### src/flash_host_regs.vh
// Constants for the flash program and status host: register map, flash command bytes,
// status byte fields and bus-cycle timing.
// Assumes a 100 MHz system clock and an 8-bit data path to the flash.
`ifndef FLASH_HOST_REGS_VH
`define FLASH_HOST_REGS_VH

// ==========================================================
// Register map, byte offsets on the software port
`define REG_CMD 8'h00
`define REG_ADDR 8'h04
`define REG_WDATA 8'h08
`define REG_STATUS 8'h0C
`define REG_RDATA 8'h10

// ==========================================================
// Operation codes written to the command register
`define OP_PROGRAM 4'h1
`define OP_SUSPEND 4'h2
`define OP_RESUME 4'h3
`define OP_READ_ARRAY 4'h4
`define OP_READ_STATUS 4'h5
`define OP_CLEAR 4'h6
`define OP_QUERY 4'h7

// ==========================================================
// Flash command bytes
`define CMD_READ_STATUS 8'h70
`define CMD_PROG_SETUP 8'h40
`define CMD_READ_ARRAY 8'hFF
`define CMD_PROG_SUSPEND 8'hB0
`define CMD_PROG_RESUME 8'hD0

// ==========================================================
// Status byte bit positions
`define SR_READY 7
`define SR_ERASE_SUSP 6
`define SR_ERASE_ERR 5
`define SR_PROG_ERR 4
`define SR_SUPPLY_ERR 3
`define SR_PROG_SUSP 2
`define SR_LOCK_ERR 1

// ==========================================================
// Host status register bit positions
`define ST_BUSY 0
`define ST_SUSPENDED 1
`define ST_PROG_FAIL 2
`define ST_SUPPLY_FAIL 3
`define ST_LOCK_FAIL 4
`define ST_SEQ_FAIL 5
`define ST_ERASE_FAIL 6
`define ST_TIMEOUT 7
`define ST_REFUSED 8
`define ST_ERASE_SUSP 9
`define ST_LAST_SR_LSB 16

// ==========================================================
// Timing, in ns, and derived cycle counts (least times round up)
`define CLK_MHZ 100
`define T_SETUP_NS 10
`define T_WE_NS 70
`define T_ACC_NS 120
`define T_OEH_NS 20
`define SETUP_CYC ((`T_SETUP_NS * `CLK_MHZ + 999) / 1000)
`define WE_CYC ((`T_WE_NS * `CLK_MHZ + 999) / 1000)
`define ACC_CYC ((`T_ACC_NS * `CLK_MHZ + 999) / 1000)
`define OEH_CYC ((`T_OEH_NS * `CLK_MHZ + 999) / 1000)
`define SYNC_CYC 2
`define POLL_LIMIT 100000

`endif

### src/flash_host.v
// Host controller that programs an asynchronous NOR flash byte by byte and polls its status.
// Assumes software on the same clock drives the register port; the flash pins are asynchronous.
//
// The implementer's own choices: the address map and the strobed register port.
`include "flash_host_regs.vh"

module flash_host #(
   parameter ADDR_W = 24,
   parameter DATA_W = 8,
   parameter [7:0] CLEAR_STATUS_CMD = 8'h50,
   parameter [7:0] QUERY_CMD = 8'h98,
   parameter [31:0] POLL_LIMIT = `POLL_LIMIT
) (
   input wire sys_clk_in, // System clock, 100 MHz
   input wire rst_n_in, // Asynchronous reset, active low
   input wire [7:0] reg_addr_in, // Register byte address
   input wire [31:0] reg_wdata_in, // Register write data
   input wire reg_wr_in, // Register write strobe
   input wire reg_rd_in, // Register read strobe
   output reg [31:0] reg_rdata_out, // Read data, the cycle after the strobe
   output wire [ADDR_W-1:0] fl_addr_out, // Flash address pins
   output wire [DATA_W-1:0] fl_dq_out, // Flash data pins, driven value
   output wire fl_dq_oe_n_out, // Data pin enable, low while driving
   input wire [DATA_W-1:0] fl_dq_in, // Flash data pins, sensed value
   output wire fl_ce_n_out, // Flash chip enable, active low
   output wire fl_oe_n_out, // Flash output enable, active low
   output wire fl_we_n_out // Flash write enable, active low
);

   localparam [6:0] S_IDLE = 7'b0000001;
   localparam [6:0] S_CMD = 7'b0000010;
   localparam [6:0] S_DATA = 7'b0000100;
   localparam [6:0] S_POLL = 7'b0001000;
   localparam [6:0] S_SUSP = 7'b0010000;
   localparam [6:0] S_TAIL = 7'b0100000;
   localparam [6:0] S_READ = 7'b1000000;

   reg [6:0] state_reg;
   reg [3:0] op_reg;
   reg wait_reg;
   reg [ADDR_W-1:0] addr_reg;
   reg [DATA_W-1:0] wdata_reg;
   reg [ADDR_W-1:0] prog_addr_reg;
   reg [DATA_W-1:0] rdata_reg;
   reg [7:0] last_sr_reg;
   reg susp_pend_reg;
   reg susp_sent_reg;
   reg suspended_reg;
   reg prog_fail_reg;
   reg supply_fail_reg;
   reg lock_fail_reg;
   reg seq_fail_reg;
   reg erase_fail_reg;
   reg erase_susp_reg;
   reg timeout_reg;
   reg refused_reg;
   reg [31:0] poll_cnt_reg;

   wire eng_busy;
   wire eng_done;
   wire [DATA_W-1:0] eng_rdata;
   wire [7:0] sr = eng_rdata[7:0];
   wire cmd_wr = reg_wr_in && (reg_addr_in == `REG_CMD);
   wire [3:0] new_op = reg_wdata_in[3:0];
   reg eng_wr;
   reg [DATA_W-1:0] eng_wdata;
   wire eng_start = (state_reg != S_IDLE) && !wait_reg && !eng_busy;

   // Sticky host error flags decoded from a final status byte
   function [4:0] sr_errors;
      input [7:0] s;
      begin
         sr_errors[0] = s[`SR_PROG_ERR] & ~s[`SR_ERASE_ERR];
         sr_errors[1] = s[`SR_SUPPLY_ERR];
         sr_errors[2] = s[`SR_LOCK_ERR];
         sr_errors[3] = s[`SR_PROG_ERR] & s[`SR_ERASE_ERR];
         sr_errors[4] = s[`SR_ERASE_ERR] & ~s[`SR_PROG_ERR];
      end
   endfunction

   wire [4:0] new_err = sr_errors(sr);
   // Array and query bytes are not status, so they must never touch the sticky flags
   wire status_read = (state_reg == S_POLL) || (state_reg == S_READ && op_reg == `OP_READ_STATUS);
   wire final_sr = eng_done && status_read && sr[`SR_READY];
   wire any_err = prog_fail_reg | supply_fail_reg | lock_fail_reg | seq_fail_reg | erase_fail_reg;

   // ==========================================================
   // Value put on the flash in each step
   always @* begin
      eng_wr = 1'b1;
      eng_wdata = {DATA_W{1'b0}};
      case (state_reg)
         S_CMD: begin
            case (op_reg)
               `OP_PROGRAM: eng_wdata[7:0] = `CMD_PROG_SETUP;
               `OP_RESUME: eng_wdata[7:0] = `CMD_PROG_RESUME;
               `OP_READ_STATUS: eng_wdata[7:0] = `CMD_READ_STATUS;
               `OP_CLEAR: eng_wdata[7:0] = CLEAR_STATUS_CMD;
               `OP_QUERY: eng_wdata[7:0] = QUERY_CMD;
               default: eng_wdata[7:0] = `CMD_READ_ARRAY;
            endcase
         end
         S_DATA: eng_wdata = wdata_reg;
         S_SUSP: eng_wdata[7:0] = `CMD_PROG_SUSPEND;
         S_TAIL: eng_wdata[7:0] = `CMD_READ_ARRAY;
         S_POLL: eng_wr = 1'b0;
         S_READ: eng_wr = 1'b0;
         default: eng_wr = 1'b1;
      endcase
   end

   // ==========================================================
   // Operation sequencer
   always @(posedge sys_clk_in or negedge rst_n_in) begin
      if (!rst_n_in) begin
         state_reg <= S_IDLE;
         op_reg <= 4'h0;
         wait_reg <= 1'b0;
         prog_addr_reg <= {ADDR_W{1'b0}};
         rdata_reg <= {DATA_W{1'b0}};
         last_sr_reg <= 8'h00;
         susp_pend_reg <= 1'b0;
         susp_sent_reg <= 1'b0;
         suspended_reg <= 1'b0;
         timeout_reg <= 1'b0;
         refused_reg <= 1'b0;
         poll_cnt_reg <= 32'h0000_0000;
      end else begin
         if (eng_start) begin
            wait_reg <= 1'b1;
         end
         if (eng_done) begin
            wait_reg <= 1'b0;
         end
         case (state_reg)
            S_IDLE: begin
               if (cmd_wr) begin
                  op_reg <= new_op;
                  refused_reg <= 1'b0;
                  case (new_op)
                     `OP_PROGRAM: begin
                        // Retrying over uncleared errors would blur their cause
                        if (any_err || suspended_reg) begin
                           refused_reg <= 1'b1;
                        end else begin
                           prog_addr_reg <= addr_reg;
                           susp_sent_reg <= 1'b0;
                           susp_pend_reg <= 1'b0;
                           poll_cnt_reg <= 32'h0000_0000;
                           timeout_reg <= 1'b0;
                           state_reg <= S_CMD;
                        end
                     end
                     `OP_RESUME: begin
                        if (suspended_reg) begin
                           susp_sent_reg <= 1'b0;
                           susp_pend_reg <= 1'b0;
                           poll_cnt_reg <= 32'h0000_0000;
                           state_reg <= S_CMD;
                        end else begin
                           refused_reg <= 1'b1;
                        end
                     end
                     `OP_READ_ARRAY: begin
                        if (suspended_reg && addr_reg == prog_addr_reg) begin
                           refused_reg <= 1'b1;
                        end else begin
                           state_reg <= S_CMD;
                        end
                     end
                     `OP_READ_STATUS, `OP_CLEAR, `OP_QUERY: state_reg <= S_CMD;
                     default: refused_reg <= 1'b1;
                  endcase
               end
            end
            S_CMD: begin
               if (eng_done) begin
                  if (op_reg == `OP_PROGRAM) begin
                     state_reg <= S_DATA;
                  end else if (op_reg == `OP_RESUME) begin
                     suspended_reg <= 1'b0;
                     state_reg <= S_POLL;
                  end else if (op_reg == `OP_CLEAR) begin
                     state_reg <= S_IDLE;
                  end else begin
                     state_reg <= S_READ;
                  end
               end
            end
            S_DATA: begin
               if (eng_done) begin
                  state_reg <= S_POLL;
               end
            end
            S_POLL: begin
               if (eng_done) begin
                  last_sr_reg <= sr;
                  poll_cnt_reg <= poll_cnt_reg + 32'h0000_0001;
                  if (sr[`SR_READY]) begin
                     susp_pend_reg <= 1'b0;
                     if (susp_sent_reg && sr[`SR_PROG_SUSP]) begin
                        suspended_reg <= 1'b1;
                     end
                     state_reg <= S_TAIL;
                  end else if (poll_cnt_reg >= POLL_LIMIT - 32'h0000_0001) begin
                     timeout_reg <= 1'b1;
                     susp_pend_reg <= 1'b0;
                     state_reg <= S_TAIL;
                  end else if (susp_pend_reg && !susp_sent_reg) begin
                     state_reg <= S_SUSP;
                  end
               end
            end
            S_SUSP: begin
               if (eng_done) begin
                  susp_sent_reg <= 1'b1;
                  state_reg <= S_POLL;
               end
            end
            S_TAIL: begin
               if (eng_done) begin
                  state_reg <= S_IDLE;
               end
            end
            S_READ: begin
               if (eng_done) begin
                  rdata_reg <= eng_rdata;
                  if (op_reg == `OP_READ_STATUS) begin
                     last_sr_reg <= sr;
                  end
                  state_reg <= (op_reg == `OP_QUERY) ? S_TAIL : S_IDLE;
               end
            end
            default: begin
               state_reg <= S_IDLE;
            end
         endcase
         // Suspend is only meaningful while a program or resume is under way, from its command write through its polls
         if (cmd_wr && new_op == `OP_SUSPEND) begin
            if (state_reg == S_POLL || state_reg == S_DATA ||
                  (state_reg == S_CMD && (op_reg == `OP_PROGRAM || op_reg == `OP_RESUME))) begin
               susp_pend_reg <= 1'b1;
            end else begin
               refused_reg <= 1'b1;
            end
         end
      end
   end

   // ==========================================================
   // Sticky error flags: a new error wins over a clear in the same cycle
   always @(posedge sys_clk_in or negedge rst_n_in) begin
      if (!rst_n_in) begin
         prog_fail_reg <= 1'b0;
         supply_fail_reg <= 1'b0;
         lock_fail_reg <= 1'b0;
         seq_fail_reg <= 1'b0;
         erase_fail_reg <= 1'b0;
         erase_susp_reg <= 1'b0;
      end else begin
         if (state_reg == S_CMD && op_reg == `OP_CLEAR && eng_done) begin
            prog_fail_reg <= 1'b0;
            supply_fail_reg <= 1'b0;
            lock_fail_reg <= 1'b0;
            seq_fail_reg <= 1'b0;
            erase_fail_reg <= 1'b0;
         end
         if (final_sr) begin
            erase_susp_reg <= sr[`SR_ERASE_SUSP];
            if (new_err[0]) prog_fail_reg <= 1'b1;
            if (new_err[1]) supply_fail_reg <= 1'b1;
            if (new_err[2]) lock_fail_reg <= 1'b1;
            if (new_err[3]) seq_fail_reg <= 1'b1;
            if (new_err[4]) erase_fail_reg <= 1'b1;
         end
      end
   end

   // ==========================================================
   // Software register port
   always @(posedge sys_clk_in or negedge rst_n_in) begin
      if (!rst_n_in) begin
         addr_reg <= {ADDR_W{1'b0}};
         wdata_reg <= {DATA_W{1'b0}};
         reg_rdata_out <= 32'h0000_0000;
      end else begin
         if (reg_wr_in && reg_addr_in == `REG_ADDR) begin
            addr_reg <= reg_wdata_in[ADDR_W-1:0];
         end
         if (reg_wr_in && reg_addr_in == `REG_WDATA) begin
            wdata_reg <= reg_wdata_in[DATA_W-1:0];
         end
         reg_rdata_out <= 32'h0000_0000;
         if (reg_rd_in) begin
            case (reg_addr_in)
               `REG_ADDR: reg_rdata_out[ADDR_W-1:0] <= addr_reg;
               `REG_WDATA: reg_rdata_out[DATA_W-1:0] <= wdata_reg;
               `REG_RDATA: reg_rdata_out[DATA_W-1:0] <= rdata_reg;
               `REG_STATUS: begin
                  reg_rdata_out[`ST_BUSY] <= (state_reg != S_IDLE);
                  reg_rdata_out[`ST_SUSPENDED] <= suspended_reg;
                  reg_rdata_out[`ST_PROG_FAIL] <= prog_fail_reg;
                  reg_rdata_out[`ST_SUPPLY_FAIL] <= supply_fail_reg;
                  reg_rdata_out[`ST_LOCK_FAIL] <= lock_fail_reg;
                  reg_rdata_out[`ST_SEQ_FAIL] <= seq_fail_reg;
                  reg_rdata_out[`ST_ERASE_FAIL] <= erase_fail_reg;
                  reg_rdata_out[`ST_TIMEOUT] <= timeout_reg;
                  reg_rdata_out[`ST_REFUSED] <= refused_reg;
                  reg_rdata_out[`ST_ERASE_SUSP] <= erase_susp_reg;
                  reg_rdata_out[`ST_LAST_SR_LSB+7:`ST_LAST_SR_LSB] <= last_sr_reg;
               end
               default: reg_rdata_out <= 32'h0000_0000;
            endcase
         end
      end
   end

   flash_bus_cycle #(
      .ADDR_W(ADDR_W),
      .DATA_W(DATA_W)
   ) u_cycle (
      .sys_clk_in(sys_clk_in),
      .rst_n_in(rst_n_in),
      .start_in(eng_start),
      .wr_in(eng_wr),
      .addr_in(state_reg == S_DATA ? prog_addr_reg : addr_reg),
      .wdata_in(eng_wdata),
      .busy_out(eng_busy),
      .done_out(eng_done),
      .rdata_out(eng_rdata),
      .fl_addr_out(fl_addr_out),
      .fl_dq_out(fl_dq_out),
      .fl_dq_oe_n_out(fl_dq_oe_n_out),
      .fl_dq_in(fl_dq_in),
      .fl_ce_n_out(fl_ce_n_out),
      .fl_oe_n_out(fl_oe_n_out),
      .fl_we_n_out(fl_we_n_out)
   );

endmodule // flash_host

### src/flash_bus_cycle.v
// One asynchronous flash bus cycle, a write or a read, on the parallel pins.
// Assumes start is a one-cycle pulse from logic on sys_clk_in, never given while busy.
`include "flash_host_regs.vh"

module flash_bus_cycle #(
   parameter ADDR_W = 24,
   parameter DATA_W = 8
) (
   input wire sys_clk_in, // System clock
   input wire rst_n_in, // Asynchronous reset, active low
   input wire start_in, // Start a cycle, one-cycle pulse
   input wire wr_in, // 1 write, 0 read
   input wire [ADDR_W-1:0] addr_in, // Cycle address
   input wire [DATA_W-1:0] wdata_in, // Write data
   output wire busy_out, // Cycle in progress
   output reg done_out, // Cycle finished, one-cycle pulse
   output reg [DATA_W-1:0] rdata_out, // Read data, valid at done
   output reg [ADDR_W-1:0] fl_addr_out, // Flash address pins
   output reg [DATA_W-1:0] fl_dq_out, // Flash data pins, driven value
   output reg fl_dq_oe_n_out, // Data pin enable, low while driving
   input wire [DATA_W-1:0] fl_dq_in, // Flash data pins, sensed value
   output reg fl_ce_n_out, // Chip enable, active low
   output reg fl_oe_n_out, // Output enable, active low
   output reg fl_we_n_out // Write enable, active low
);

   localparam integer SETUP_I = `SETUP_CYC;
   localparam integer WE_I = `WE_CYC;
   localparam integer SAMPLE_I = `ACC_CYC + `SYNC_CYC;
   localparam integer OEH_I = `OEH_CYC;
   localparam [7:0] SETUP_CYC = SETUP_I[7:0];
   localparam [7:0] WE_CYC = WE_I[7:0];
   localparam [7:0] SAMPLE_CYC = SAMPLE_I[7:0];
   localparam [7:0] OEH_CYC = OEH_I[7:0];

   localparam [4:0] PH_IDLE = 5'b00001;
   localparam [4:0] PH_SETUP = 5'b00010;
   localparam [4:0] PH_STROBE = 5'b00100;
   localparam [4:0] PH_RECOVER = 5'b01000;
   localparam [4:0] PH_END = 5'b10000;

   reg [4:0] phase_reg;
   reg [7:0] cnt_reg;
   reg wr_reg;
   reg [DATA_W-1:0] dq_meta_reg;
   reg [DATA_W-1:0] dq_sync_reg;

   assign busy_out = (phase_reg != PH_IDLE);

   // ==========================================================
   // Data pins come from the flash's own timing, so two flops first
   always @(posedge sys_clk_in or negedge rst_n_in) begin
      if (!rst_n_in) begin
         dq_meta_reg <= {DATA_W{1'b0}};
         dq_sync_reg <= {DATA_W{1'b0}};
      end else begin
         dq_meta_reg <= fl_dq_in;
         dq_sync_reg <= dq_meta_reg;
      end
   end

   // ==========================================================
   // Cycle sequencer
   always @(posedge sys_clk_in or negedge rst_n_in) begin
      if (!rst_n_in) begin
         phase_reg <= PH_IDLE;
         cnt_reg <= 8'h00;
         wr_reg <= 1'b0;
         done_out <= 1'b0;
         rdata_out <= {DATA_W{1'b0}};
         fl_addr_out <= {ADDR_W{1'b0}};
         fl_dq_out <= {DATA_W{1'b0}};
         fl_dq_oe_n_out <= 1'b1;
         fl_ce_n_out <= 1'b1;
         fl_oe_n_out <= 1'b1;
         fl_we_n_out <= 1'b1;
      end else begin
         done_out <= 1'b0;
         case (phase_reg)
            PH_IDLE: begin
               if (start_in) begin
                  wr_reg <= wr_in;
                  fl_addr_out <= addr_in;
                  fl_dq_out <= wdata_in;
                  fl_dq_oe_n_out <= ~wr_in;
                  fl_ce_n_out <= 1'b0;
                  cnt_reg <= SETUP_CYC;
                  phase_reg <= PH_SETUP;
               end
            end
            PH_SETUP: begin
               if (cnt_reg <= 8'h01) begin
                  fl_we_n_out <= ~wr_reg;
                  fl_oe_n_out <= wr_reg;
                  cnt_reg <= wr_reg ? WE_CYC : SAMPLE_CYC;
                  phase_reg <= PH_STROBE;
               end else begin
                  cnt_reg <= cnt_reg - 8'h01;
               end
            end
            PH_STROBE: begin
               if (cnt_reg <= 8'h01) begin
                  // Rising WE latches address and data; OE high ends the read
                  fl_we_n_out <= 1'b1;
                  fl_oe_n_out <= 1'b1;
                  if (!wr_reg) begin
                     rdata_out <= dq_sync_reg;
                  end
                  cnt_reg <= OEH_CYC;
                  phase_reg <= PH_RECOVER;
               end else begin
                  cnt_reg <= cnt_reg - 8'h01;
               end
            end
            PH_RECOVER: begin
               // Data held past WE rise; OE stays high long enough between polls
               if (cnt_reg <= 8'h01) begin
                  fl_dq_oe_n_out <= 1'b1;
                  fl_ce_n_out <= 1'b1;
                  phase_reg <= PH_END;
               end else begin
                  cnt_reg <= cnt_reg - 8'h01;
               end
            end
            PH_END: begin
               done_out <= 1'b1;
               phase_reg <= PH_IDLE;
            end
            default: begin
               phase_reg <= PH_IDLE;
            end
         endcase
      end
   end

endmodule // flash_bus_cycle

### config.mk
export PLATFORM = sky130hd
export DESIGN_NAME = flash_host
export DESIGN_NICKNAME = d
export VERILOG_FILES = /design/src/flash_host.v /design/src/flash_bus_cycle.v
export VERILOG_INCLUDE_DIRS = /design/src
export SDC_FILE = /design/constraint.sdc
export NUM_CORES = 1
export LEC_CHECK = 0
export BUFFER_PORTS_ARGS = -buffer_cell sky130_fd_sc_hd__buf_2
export CAP_MARGIN = 20
export CORE_ASPECT_RATIO = 1.4
export CORE_UTILIZATION = 25
export CTS_BUF_LIST = sky130_fd_sc_hd__clkbuf_4
export DETAILED_ROUTE_END_ITERATION = 6
export PLACE_DENSITY = 0.41
export SLEW_MARGIN = 30
export SYNTH_ARGS = -nofsm -noshare
export SYNTH_HDL_FRONTEND = slang
export SYNTH_SLANG_ARGS = --single-unit
### constraint.sdc
create_clock -name sys_clk_in -period 3.6 [get_ports sys_clk_in]
set_input_delay 0.36 -clock sys_clk_in [delete_from_list [all_inputs] [get_ports sys_clk_in]]
set_output_delay 0.36 -clock sys_clk_in [all_outputs]
set_load 0.01 [all_outputs]
==> Word-level counts from Yosys, hierarchy flattened <==
Index checks and enable logic that the tools add are counted.
{ "totals": {"latchBits": 0, "inputBits": 52, "elab_cells": 269, "reg_bits": 226, "mem_count": 0, "output_inout_bits": 68, "mem_bits_rw": 0, "mem_bits_ro": 0} }
{ "classes": {"n_addsub": 2, "bitwise_logic": 11, "reduce_logical": 50, "shifts": 0, "eq_ne": 58, "n_mul": 0, "magnitude_cmp": 2, "div": 0, "muxes": 112} }
{ "ops": {"columns": ["op", "n"], "rows": [
  ["$mux W32", 4],
  ["$pmux W32 S2", 2],
  ["$mux W7", 15],
  ["$pmux W8 S4", 3],
  ["$mux W8", 7],
  ["$mux W1", 54],
  ["$mux W24", 2],
  ["$pmux W7 S6", 1],
  ["$pmux W8 S5", 1],
  ["$add A32 B1 Y32 const B", 1],
  ["$ge A32 B17 Y1 const B", 1],
  ["$pmux W8 S2", 2],
  ["$eq A4 B3 Y1 const B", 7],
  ["$pmux W7 S4", 1],
  ["$ne A2 B1 Y1 const B", 13],
  ["$eq A24 B24 Y1", 1],
  ["$mux W5", 4],
  ["$pmux W1 S2", 10],
  ["$pmux W5 S4", 1],
  ["$eq A8 B4 Y1 const B", 2],
  ["$ne A2 B2 Y1 const B", 8],
  ["$logic_and A1 B1 Y1", 15],
  ["$reduce_and A7 Y1", 2],
  ["$reduce_bool A2 Y1", 7],
  ["other kinds (41)", 71]
]} }

==> Longest topological paths before layout <==
Gate-level depths: netlist of run 1.
{ "logic_depth": {"ltp_word": 11, "mapped_depth": 8, "depth_no_buf": 7} }

==> Modules after synthesis <==
Synthesis of run 1 repeated with hierarchy kept, for this count alone.
{ "hier_totals": {"cells_unflattened": 973, "hier_area_um2": 10551.4} }
{ "by_module_without_submodules": {"columns": ["module", "area_per_inst_um2", "instances", "seq_area_each_um2", "cells_each"], "rows": [
  ["flash_host", 7606.0, 1, 3779.9, 692],
  ["flash_bus_cycle", 2945.3, 1, 1883.1, 281]
]} }

==> Worst setup path before layout of run 1 <==
OpenSTA, ideal clock, no wires.
{ "synth_timing": {"kind": "reg-to-reg", "startpoint": "reg state_reg[4]", "endpoint": "reg prog_addr_reg[10]", "stages_incl_launch_ff": 9, "required_time_ns": 3.475, "path_buffers": 3, "period_less_slack_ns": 2.719, "setup_slack_ns": 0.881, "t_arrival_ns": 2.594, "cell_sequence": "dfrtp_1 > buf_2 > or3_4 > or3_4 > or2_1 > buf_6 > nor4_4 > buf_6 > mux2_2"} }
{ "synth_between": {"elab_chain_len": 2} }
{ "synth_rtl": {"columns": ["item", "line", "rtl"], "rows": [
  ["start: declaration", "flash_host.v:38", "reg [6:0] state_reg;"],
  ["start signal: assignment", "flash_host.v:231", "state_reg <= (op_reg == `OP_QUERY) ? S_TAIL : S_IDLE;"],
  ["$eq A7 B1 Y1", "flash_host.v:135", "case (state_reg)"],
  ["$reduce_and A4 Y1 (no line)", null, null],
  ["end signal: assignment", "flash_host.v:119", "prog_addr_reg <= {ADDR_W{1'b0}};"],
  ["end signal: assignment", "flash_host.v:146", "prog_addr_reg <= addr_reg;"],
  ["end: declaration", "flash_host.v:43", "reg [ADDR_W-1:0] prog_addr_reg;"]
]} }
Every way passes these cells.
A chain may end at the register's enable or synchronous reset.

==> Final worst setup path of run 1 <==
{ "layout_timing": {"startpoint": "reg state_reg[5]", "endpoint": "reg prog_addr_reg[12]"} }
The elaborated chain is that of the path after synthesis.

==> flow_summary.json, run 1 <==
{
  "grt_pass1_vias": 8671,
  "ys_ff_latch": 226,
  "critPathMaxStageDelay_ns": 0.49,
  "hold_class": "input pin to register",
  "fmax_mhz": 344,
  "slew_violations": 0,
  "grt_overflow_total": 0,
  "row_count": 88,
  "core-area_um2": 41200,
  "routedWlPerCell_um": 18.5,
  "p_clk_share_pct": 39.8,
  "criticalPathCategory": "register to register",
  "hold_ws_ns": 0.0934,
  "crit_path_start_kind": "register",
  "synth_top_family_by_area": "simple AND/OR/NAND/NOR gates",
  "die_y_um": 244,
  "cts_resized": 0,
  "p_per_area_nw_per_um2": 448,
  "grt_max_degree": 102,
  "netlist_instances": 978,
  "path_cells": "or3_4 > or3_4 > or2_1 > nor4_4 > buf_4 > mux2_2",
  "viasPerCell": 4.78,
  "port_buffers": 103,
  "violations": "design-rule violations",
  "cts_num_sinks": 226,
  "area_delta_synth_final_pct": 21.7,
  "synthArstFlopShare_pct": 100,
  "antenna_found_initial": 4,
  "p_switching_uw": 1550,
  "drive_above_1_share_pct": 27.6,
  "intPower_uw": 4140,
  "p_leak_uw": 0.00575,
  "grt.total_usage_pct": 15.4,
  "drc": 4,
  "synth_top_area_share_pct": 52.7,
  "rsz0062_at_grt": "false",
  "arrival_ns": 3.49,
  "finClkSkew_ns": 0.0256,
  "cap_viol_max_count": 0,
  "yosys.area_share.simple_pct": 17.3,
  "total_power_uw": 5690,
  "synth_adder_area_share_pct": 0.359,
  "clock_latency_ns": 0.72,
  "initial_core_util_pct": 25.4,
  "die-area_um2": 42600,
  "cts_tree": "yes",
  "path_clk_slew_ns": 0.07,
  "final_hold_viol_count": 0,
  "setup_viol": 0,
  "wl_um": 32100,
  "place_inst": 1601,
  "post_cts_buffers": 0,
  "cts.root.buffer_cell": "clkbuf_4",
  "synthXorXnorAreaFrac_pct": 4.19,
  "final_nets": 1211,
  "place_congestion": 0.818,
  "synth_cell_types": 69,
  "p_seq_share_pct": 49.6,
  "relSlewSlack_pct": 42.6,
  "synth.area.mux_share_pct": 9.77,
  "cp-end-kind": "register",
  "num_vias": 8286,
  "sw_frac_of_total_pct": 27.3,
  "synth_ff_type": "dfrtp_1",
  "critPathSlowestCell": "dfrtp_1",
  "synth.avg_cell_area_um2": 10.7,
  "syn_area_um2": 10400,
  "power_frac_comb_pct": 10.6,
  "cp_data_required_time_ns": 4.18,
  "drt-initial-drc-count": 485,
  "yosys_warnings": 0,
  "post-route-period-util_pct": 80.8,
  "status": "finished with violations",
  "cp_max_fo": 25,
  "postRouteAntennaNets": 0,
  "cpMostUsedCell": "or3_4",
  "io_pins": 120,
  "fin_tns_setup_ns": 0,
  "ctsHtreeMaxLevel": 2,
  "finalCriticalPeriod_ns": 2.91,
  "rr_worst_depth": 6,
  "fin_cells": 1732,
  "largest_reg_flops": 32,
  "die_x_um": 175,
  "grt_pass1_wl_um": 50700,
  "synthTopCellsByArea": "dfrtp_1 (53%), mux2_2 (9.3%), nand2_1 (3.8%)",
  "yosysTopAreaCell": "dfrtp_1",
  "first_pass_iters": 7,
  "numCtsBuffers": 60,
  "synth_edf_count": 0,
  "clockBufferDepth": 3,
  "worst_slew_pin_slew_ns": 0.861,
  "synth-seq-area-share_pct": 54.2,
  "max-vdd-ir-drop_mv": 0.204,
  "hpwl_um": 22400,
  "holdPathStages": 2,
  "synth_compound_area_share_pct": 11.1
}
-- cells in the final DEF, fill, tap and decap left out, types with 5 or more instances in the layout --
cell type      instances
conb_1                 8
xnor2_1               41
a211oi_1              13
a21oi_1               40
nor2b_1               19
a2111oi_0              9
and4_1                 6
dfstp_2                6
inv_1                 14
or4_1                  5
or3_1                  7
nand2b_1               9
a22oi_1               10
buf_4                 25
o21ai_0               29
a31oi_1               27
dlygate4sd3_1         33
nand4_1               21
dfrtp_1              220
nor2_1                99
a222oi_1               8
buf_2                102
nor3_1                13
nand3_1               22
nor4_1                19
nand2_1              107
clkbuf_4              90
mux2_2                86
and3_1                13
xor2_1                 9
-- synth_stat cells, types with 3 or more instances --
library cell  instances
dfstp_2               6
a222oi_1              8
a221oi_1              3
xor2_1                9
a211oi_1             13
and3_1               13
dfrtp_1             220
nand4b_1              3
a22oi_1              10
mux2_2               86
inv_1                14
and4_1                6
buf_4                 8
ha_1                  3
a2111oi_0             9
clkbuf_1             41
or3b_2                3
nand4_1              21
a31oi_1              27
nor2_1              100
or3_1                 7
nand2b_1              9
nand2_1             107
o31ai_1               3
a21oi_1              40
nor4_1               19
or4_1                 5
nor2b_1              19
nand3_1              22
o22ai_1               4
nor3_1               13
o211ai_1              4
mux2i_1               3
o21ai_0              29
xnor2_1              41
buf_6                 4
-- per-layer routing --
layer | vias up | routed length (um) | GRT usage, % | share of wire (%)
met5 | - | 0 | 0 | 0
met4 | 0 | 1110 | 6.52 | 3.5
met3 | 62 | 1560 | 3.32 | 4.9
met2 | 241 | 16600 | 27.2 | 52
met1 | 4077 | 12800 | 17.7 | 40
li1 | 3906 | - | - | -
-- worst max-delay path: cells and delay by family, from the launching register on --
family / cells / cell delay (ns)
DFF: 1 / 0.49
and+or+nand+nor: 4 / 1.50
muxes: 1 / 0.38
buffers and inverters: 1 / 0.39
-- kinds of logic (layout without fill, tap and decap cells) --
kind of cell,after synthesis,after routing
AND/OR/NAND/NOR,365,365
flip-flops,226,226
AO/OA/AOI/OAI,174,174
multiplexers,91,91
buffers and inverters,68,273
XOR/XNOR,50,50
adder cells (fa/ha/maj),3,3
other,1,10
-- power by group through the flow --
stage / clock, uW / combinational, uW / sequential [uW]
CTS: 2390 / 615 / 2830
global placement: 0 / 580 / 2880
detailed placement: 0 / 584 / 2880
finish: 2270 / 601 / 2830
floorplan: 0 / 264 / 2870
global route: 2520 / 676 / 2850
-- stage by stage --
step / instance area, um^2 / utilization, % / setup slack (ns)
final: 12700 / 30.9 / 0.690
after global routing: 12700 / 30.9 / 0.452
after CTS: 12700 / 30.9 / 0.658
after detailed placement: 11700 / 28.3 / 0.673
after global placement: 11600 / 28.3 / 0.717
after floorplan: 10500 / - / 0.881
-- final cells by class --
type | instances | area, um^2
repair buffers | 163 | 1080
fillers | 4396 | 28500
inverters | 14 | 52.6
clock buffers | 90 | 676
diodes | 2 | 5.00
multi-input cells | 691 | 4510
well taps | 540 | 676
flip-flops and latches | 226 | 5660
clock inverters | 6 | 55.1
-- final timing paths --
check / startpoint / to / slack [ns]
setup / recovery: state_reg[5] / prog_addr_reg[12] / 0.69
hold / removal: reg_rd_in / reg_rdata_out[9] / 0.09
setup reg to reg: state_reg[5] / prog_addr_reg[12] / 0.69
hold reg to reg: u_cycle.dq_meta_reg[3] / u_cycle.dq_sync_reg[3] / 0.35
max in group asynchronous: rst_n_in / poll_cnt_reg[19] / 2.45
min in group asynchronous: rst_n_in / u_cycle.cnt_reg[5] / 0.30
-- repair_timing --
item,4_1_cts,5_1_grt
endpoints found under the hold margin,136,0
endpoints found under the setup margin,0,0
hold buffers,33,0
(Power assumes the default switching activity.)
==> run 2: changes to the inputs <==
clock period = 2.9 ns   (was 3.6 ns; I/O delays follow)
==> run 2 against run 1 <==
Die area unchanged. Non-clock buffer count rose by 35. Setup slack got worse by 0.37 ns. The flow now finishes without violations. Clock-buffer cell count fell by 2. Cell count up 3.2%. Global-route usage rose by 0.46 points. Critical endpoint is now prog_addr_reg[21]. Critical path depth is the same. Critical path type unchanged. Routed wire length grew 1.9%. Cell area grew 3.1%. Maximum frequency grew 13%.
==> flow_summary.json, run 2 (same netlist as run 1, synthesis figures left out) <==
{
  "place_inst": 1634,
  "clock_latency_ns": 0.72,
  "cp_data_required_time_ns": 3.47,
  "max-vdd-ir-drop_mv": 0.286,
  "cp-end-kind": "register",
  "initial_core_util_pct": 25.4,
  "fin_cells": 1788,
  "area_delta_synth_final_pct": 25.6,
  "row_count": 88,
  "cap_viol_max_count": 0,
  "cp_max_fo": 25,
  "viasPerCell": 4.76,
  "grt_max_degree": 67,
  "wl_um": 32700,
  "cts_tree": "yes",
  "num_vias": 8509,
  "die_x_um": 175,
  "grt_overflow_total": 0,
  "antenna_found_initial": 3,
  "crit_path_start_kind": "register",
  "status": "finished, final reports clean",
  "intPower_uw": 5270,
  "post-route-period-util_pct": 89.1,
  "finalCriticalPeriod_ns": 2.58,
  "final_hold_viol_count": 0,
  "power_frac_comb_pct": 10.5,
  "drc": 0,
  "post_cts_buffers": 0,
  "final_cell_mix": "dfrtp_1 (220), nand2_1 (107), buf_2 (102), nor2_1 (99), clkbuf_4 (88)",
  "postRouteAntennaNets": 0,
  "numCtsBuffers": 66,
  "finClkSkew_ns": 0.0463,
  "place_ws_ns": 0.349,
  "final_nets": 1252,
  "hpwl_um": 23100,
  "first_pass_iters": 5,
  "p_per_area_nw_per_um2": 557,
  "hold_ws_ns": 0.0776,
  "rsz0062_at_grt": "false",
  "rr_worst_depth": 6,
  "final.fill_count": 4339,
  "grt_pass1_wl_um": 51500,
  "io_pins": 120,
  "clockBufferDepth": 3,
  "arrival_ns": 3.15,
  "slew_violations": 0,
  "largest_reg_flops": 32,
  "drive_above_1_share_pct": 29.3,
  "cts.root.buffer_cell": "clkbuf_4",
  "setup_viol": 0,
  "die_y_um": 244,
  "port_buffers": 103,
  "cts_num_sinks": 226,
  "layout_commonest_cell": "dfrtp_1",
  "fmax_mhz": 387,
  "die-area_um2": 42600,
  "setup_ws_ns": 0.315,
  "p_seq_share_pct": 48.0,
  "place_congestion": 0.824,
  "ctsHtreeMaxLevel": 3,
  "sw_frac_of_total_pct": 27.9,
  "relSlewSlack_pct": 51.4,
  "hold_class": "input pin to asynchronous set/reset pin",
  "core-area_um2": 41200,
  "p_leak_uw": 0.00598,
  "p_clk_share_pct": 41.5,
  "fin_tns_setup_ns": 0,
  "path_clk_slew_ns": 0.07,
  "criticalPathCategory": "register to register",
  "drt-initial-drc-count": 502,
  "postLayoutCoreUtil_pct": 31.9,
  "grt_pass1_vias": 8956,
  "routedWlPerCell_um": 18.3,
  "worst_slew_pin_slew_ns": 0.725,
  "grt.total_usage_pct": 15.8,
  "p_switching_uw": 2040
}
[run 2: cell types whose count changed in the layout (fill, tap and decap cells not counted)]
cell           change
buf_4             +30
clkinv_1          +17
inv_2              +4
buf_12             +3
clkbuf_4           -2
clkinv_2           +2
dlygate4sd3_1      +2
bufinv_16          +1
clkinv_4           -1
[run 2: metrics by stage]
step                      power (uW)  area (um^2)
after global routing            7750        13100
final                           7310        13100
after global placement          4310        11900
after floorplan                 3890        10500
after detailed placement        4310        11900
after CTS                       7500        13100
[run 2: repair_timing]
action,4_1_cts,5_1_grt
gates resized for setup,0,0
endpoints found under the hold margin,277,0
hold buffers,35,0
[run 2: area by class of cell]
| cell class | instances | area (um^2) | area share [%] |
|---|---|---|---|
| sequential | 226 | 5660 | 43.2 |
| multi-input combinational | 691 | 4510 | 34.4 |
| timing repair buffer | 198 | 1390 | 10.6 |
| tap | 540 | 676 | 5.15 |
| clock buffer | 88 | 661 | 5.04 |
| clock inverter | 29 | 165 | 1.26 |
| inverter | 14 | 52.6 | 0.401 |
| antenna | 2 | 5.00 | 0.0381 |
[run 2: final timing paths]
path                                              from                endpoint  slack [ns]
max in group asynchronous                     rst_n_in            state_reg[0]        2.02
min in group sys_clk_in                 reg_addr_in[2]        reg_rdata_out[7]        0.15
worst max register to register            state_reg[6]       prog_addr_reg[21]        0.32
worst min register to register  u_cycle.dq_meta_reg[3]  u_cycle.dq_sync_reg[3]        0.33
worst max-delay path                      state_reg[6]       prog_addr_reg[21]        0.32
worst min-delay path                          rst_n_in                wait_reg        0.08
[run 2: worst max-delay path: stages, from the launching register on]
cell     delay [ns]
dfrtp_1        0.45
or2_2          0.37
or3_4          0.42
or2_1          0.28
nor4_4         0.32
buf_12         0.24
mux2_1         0.33
[run 2: power by group through the flow]
stage,Clock [uW],Sequential [uW],Combinational (uW)
floorplan,0,3570,328
detailed placement,0,3570,742
finish,3040,3510,768
global placement,0,3570,736
CTS,3200,3510,785
global route,3360,3530,862
[run 2: per-layer routing]
layer / GRT usage, % / wire length (um)
met1: 18.1 / 13200
met2: 27.8 / 17200
met3: 3.51 / 1340
met4: 7.42 / 949
met5: 0 / 10
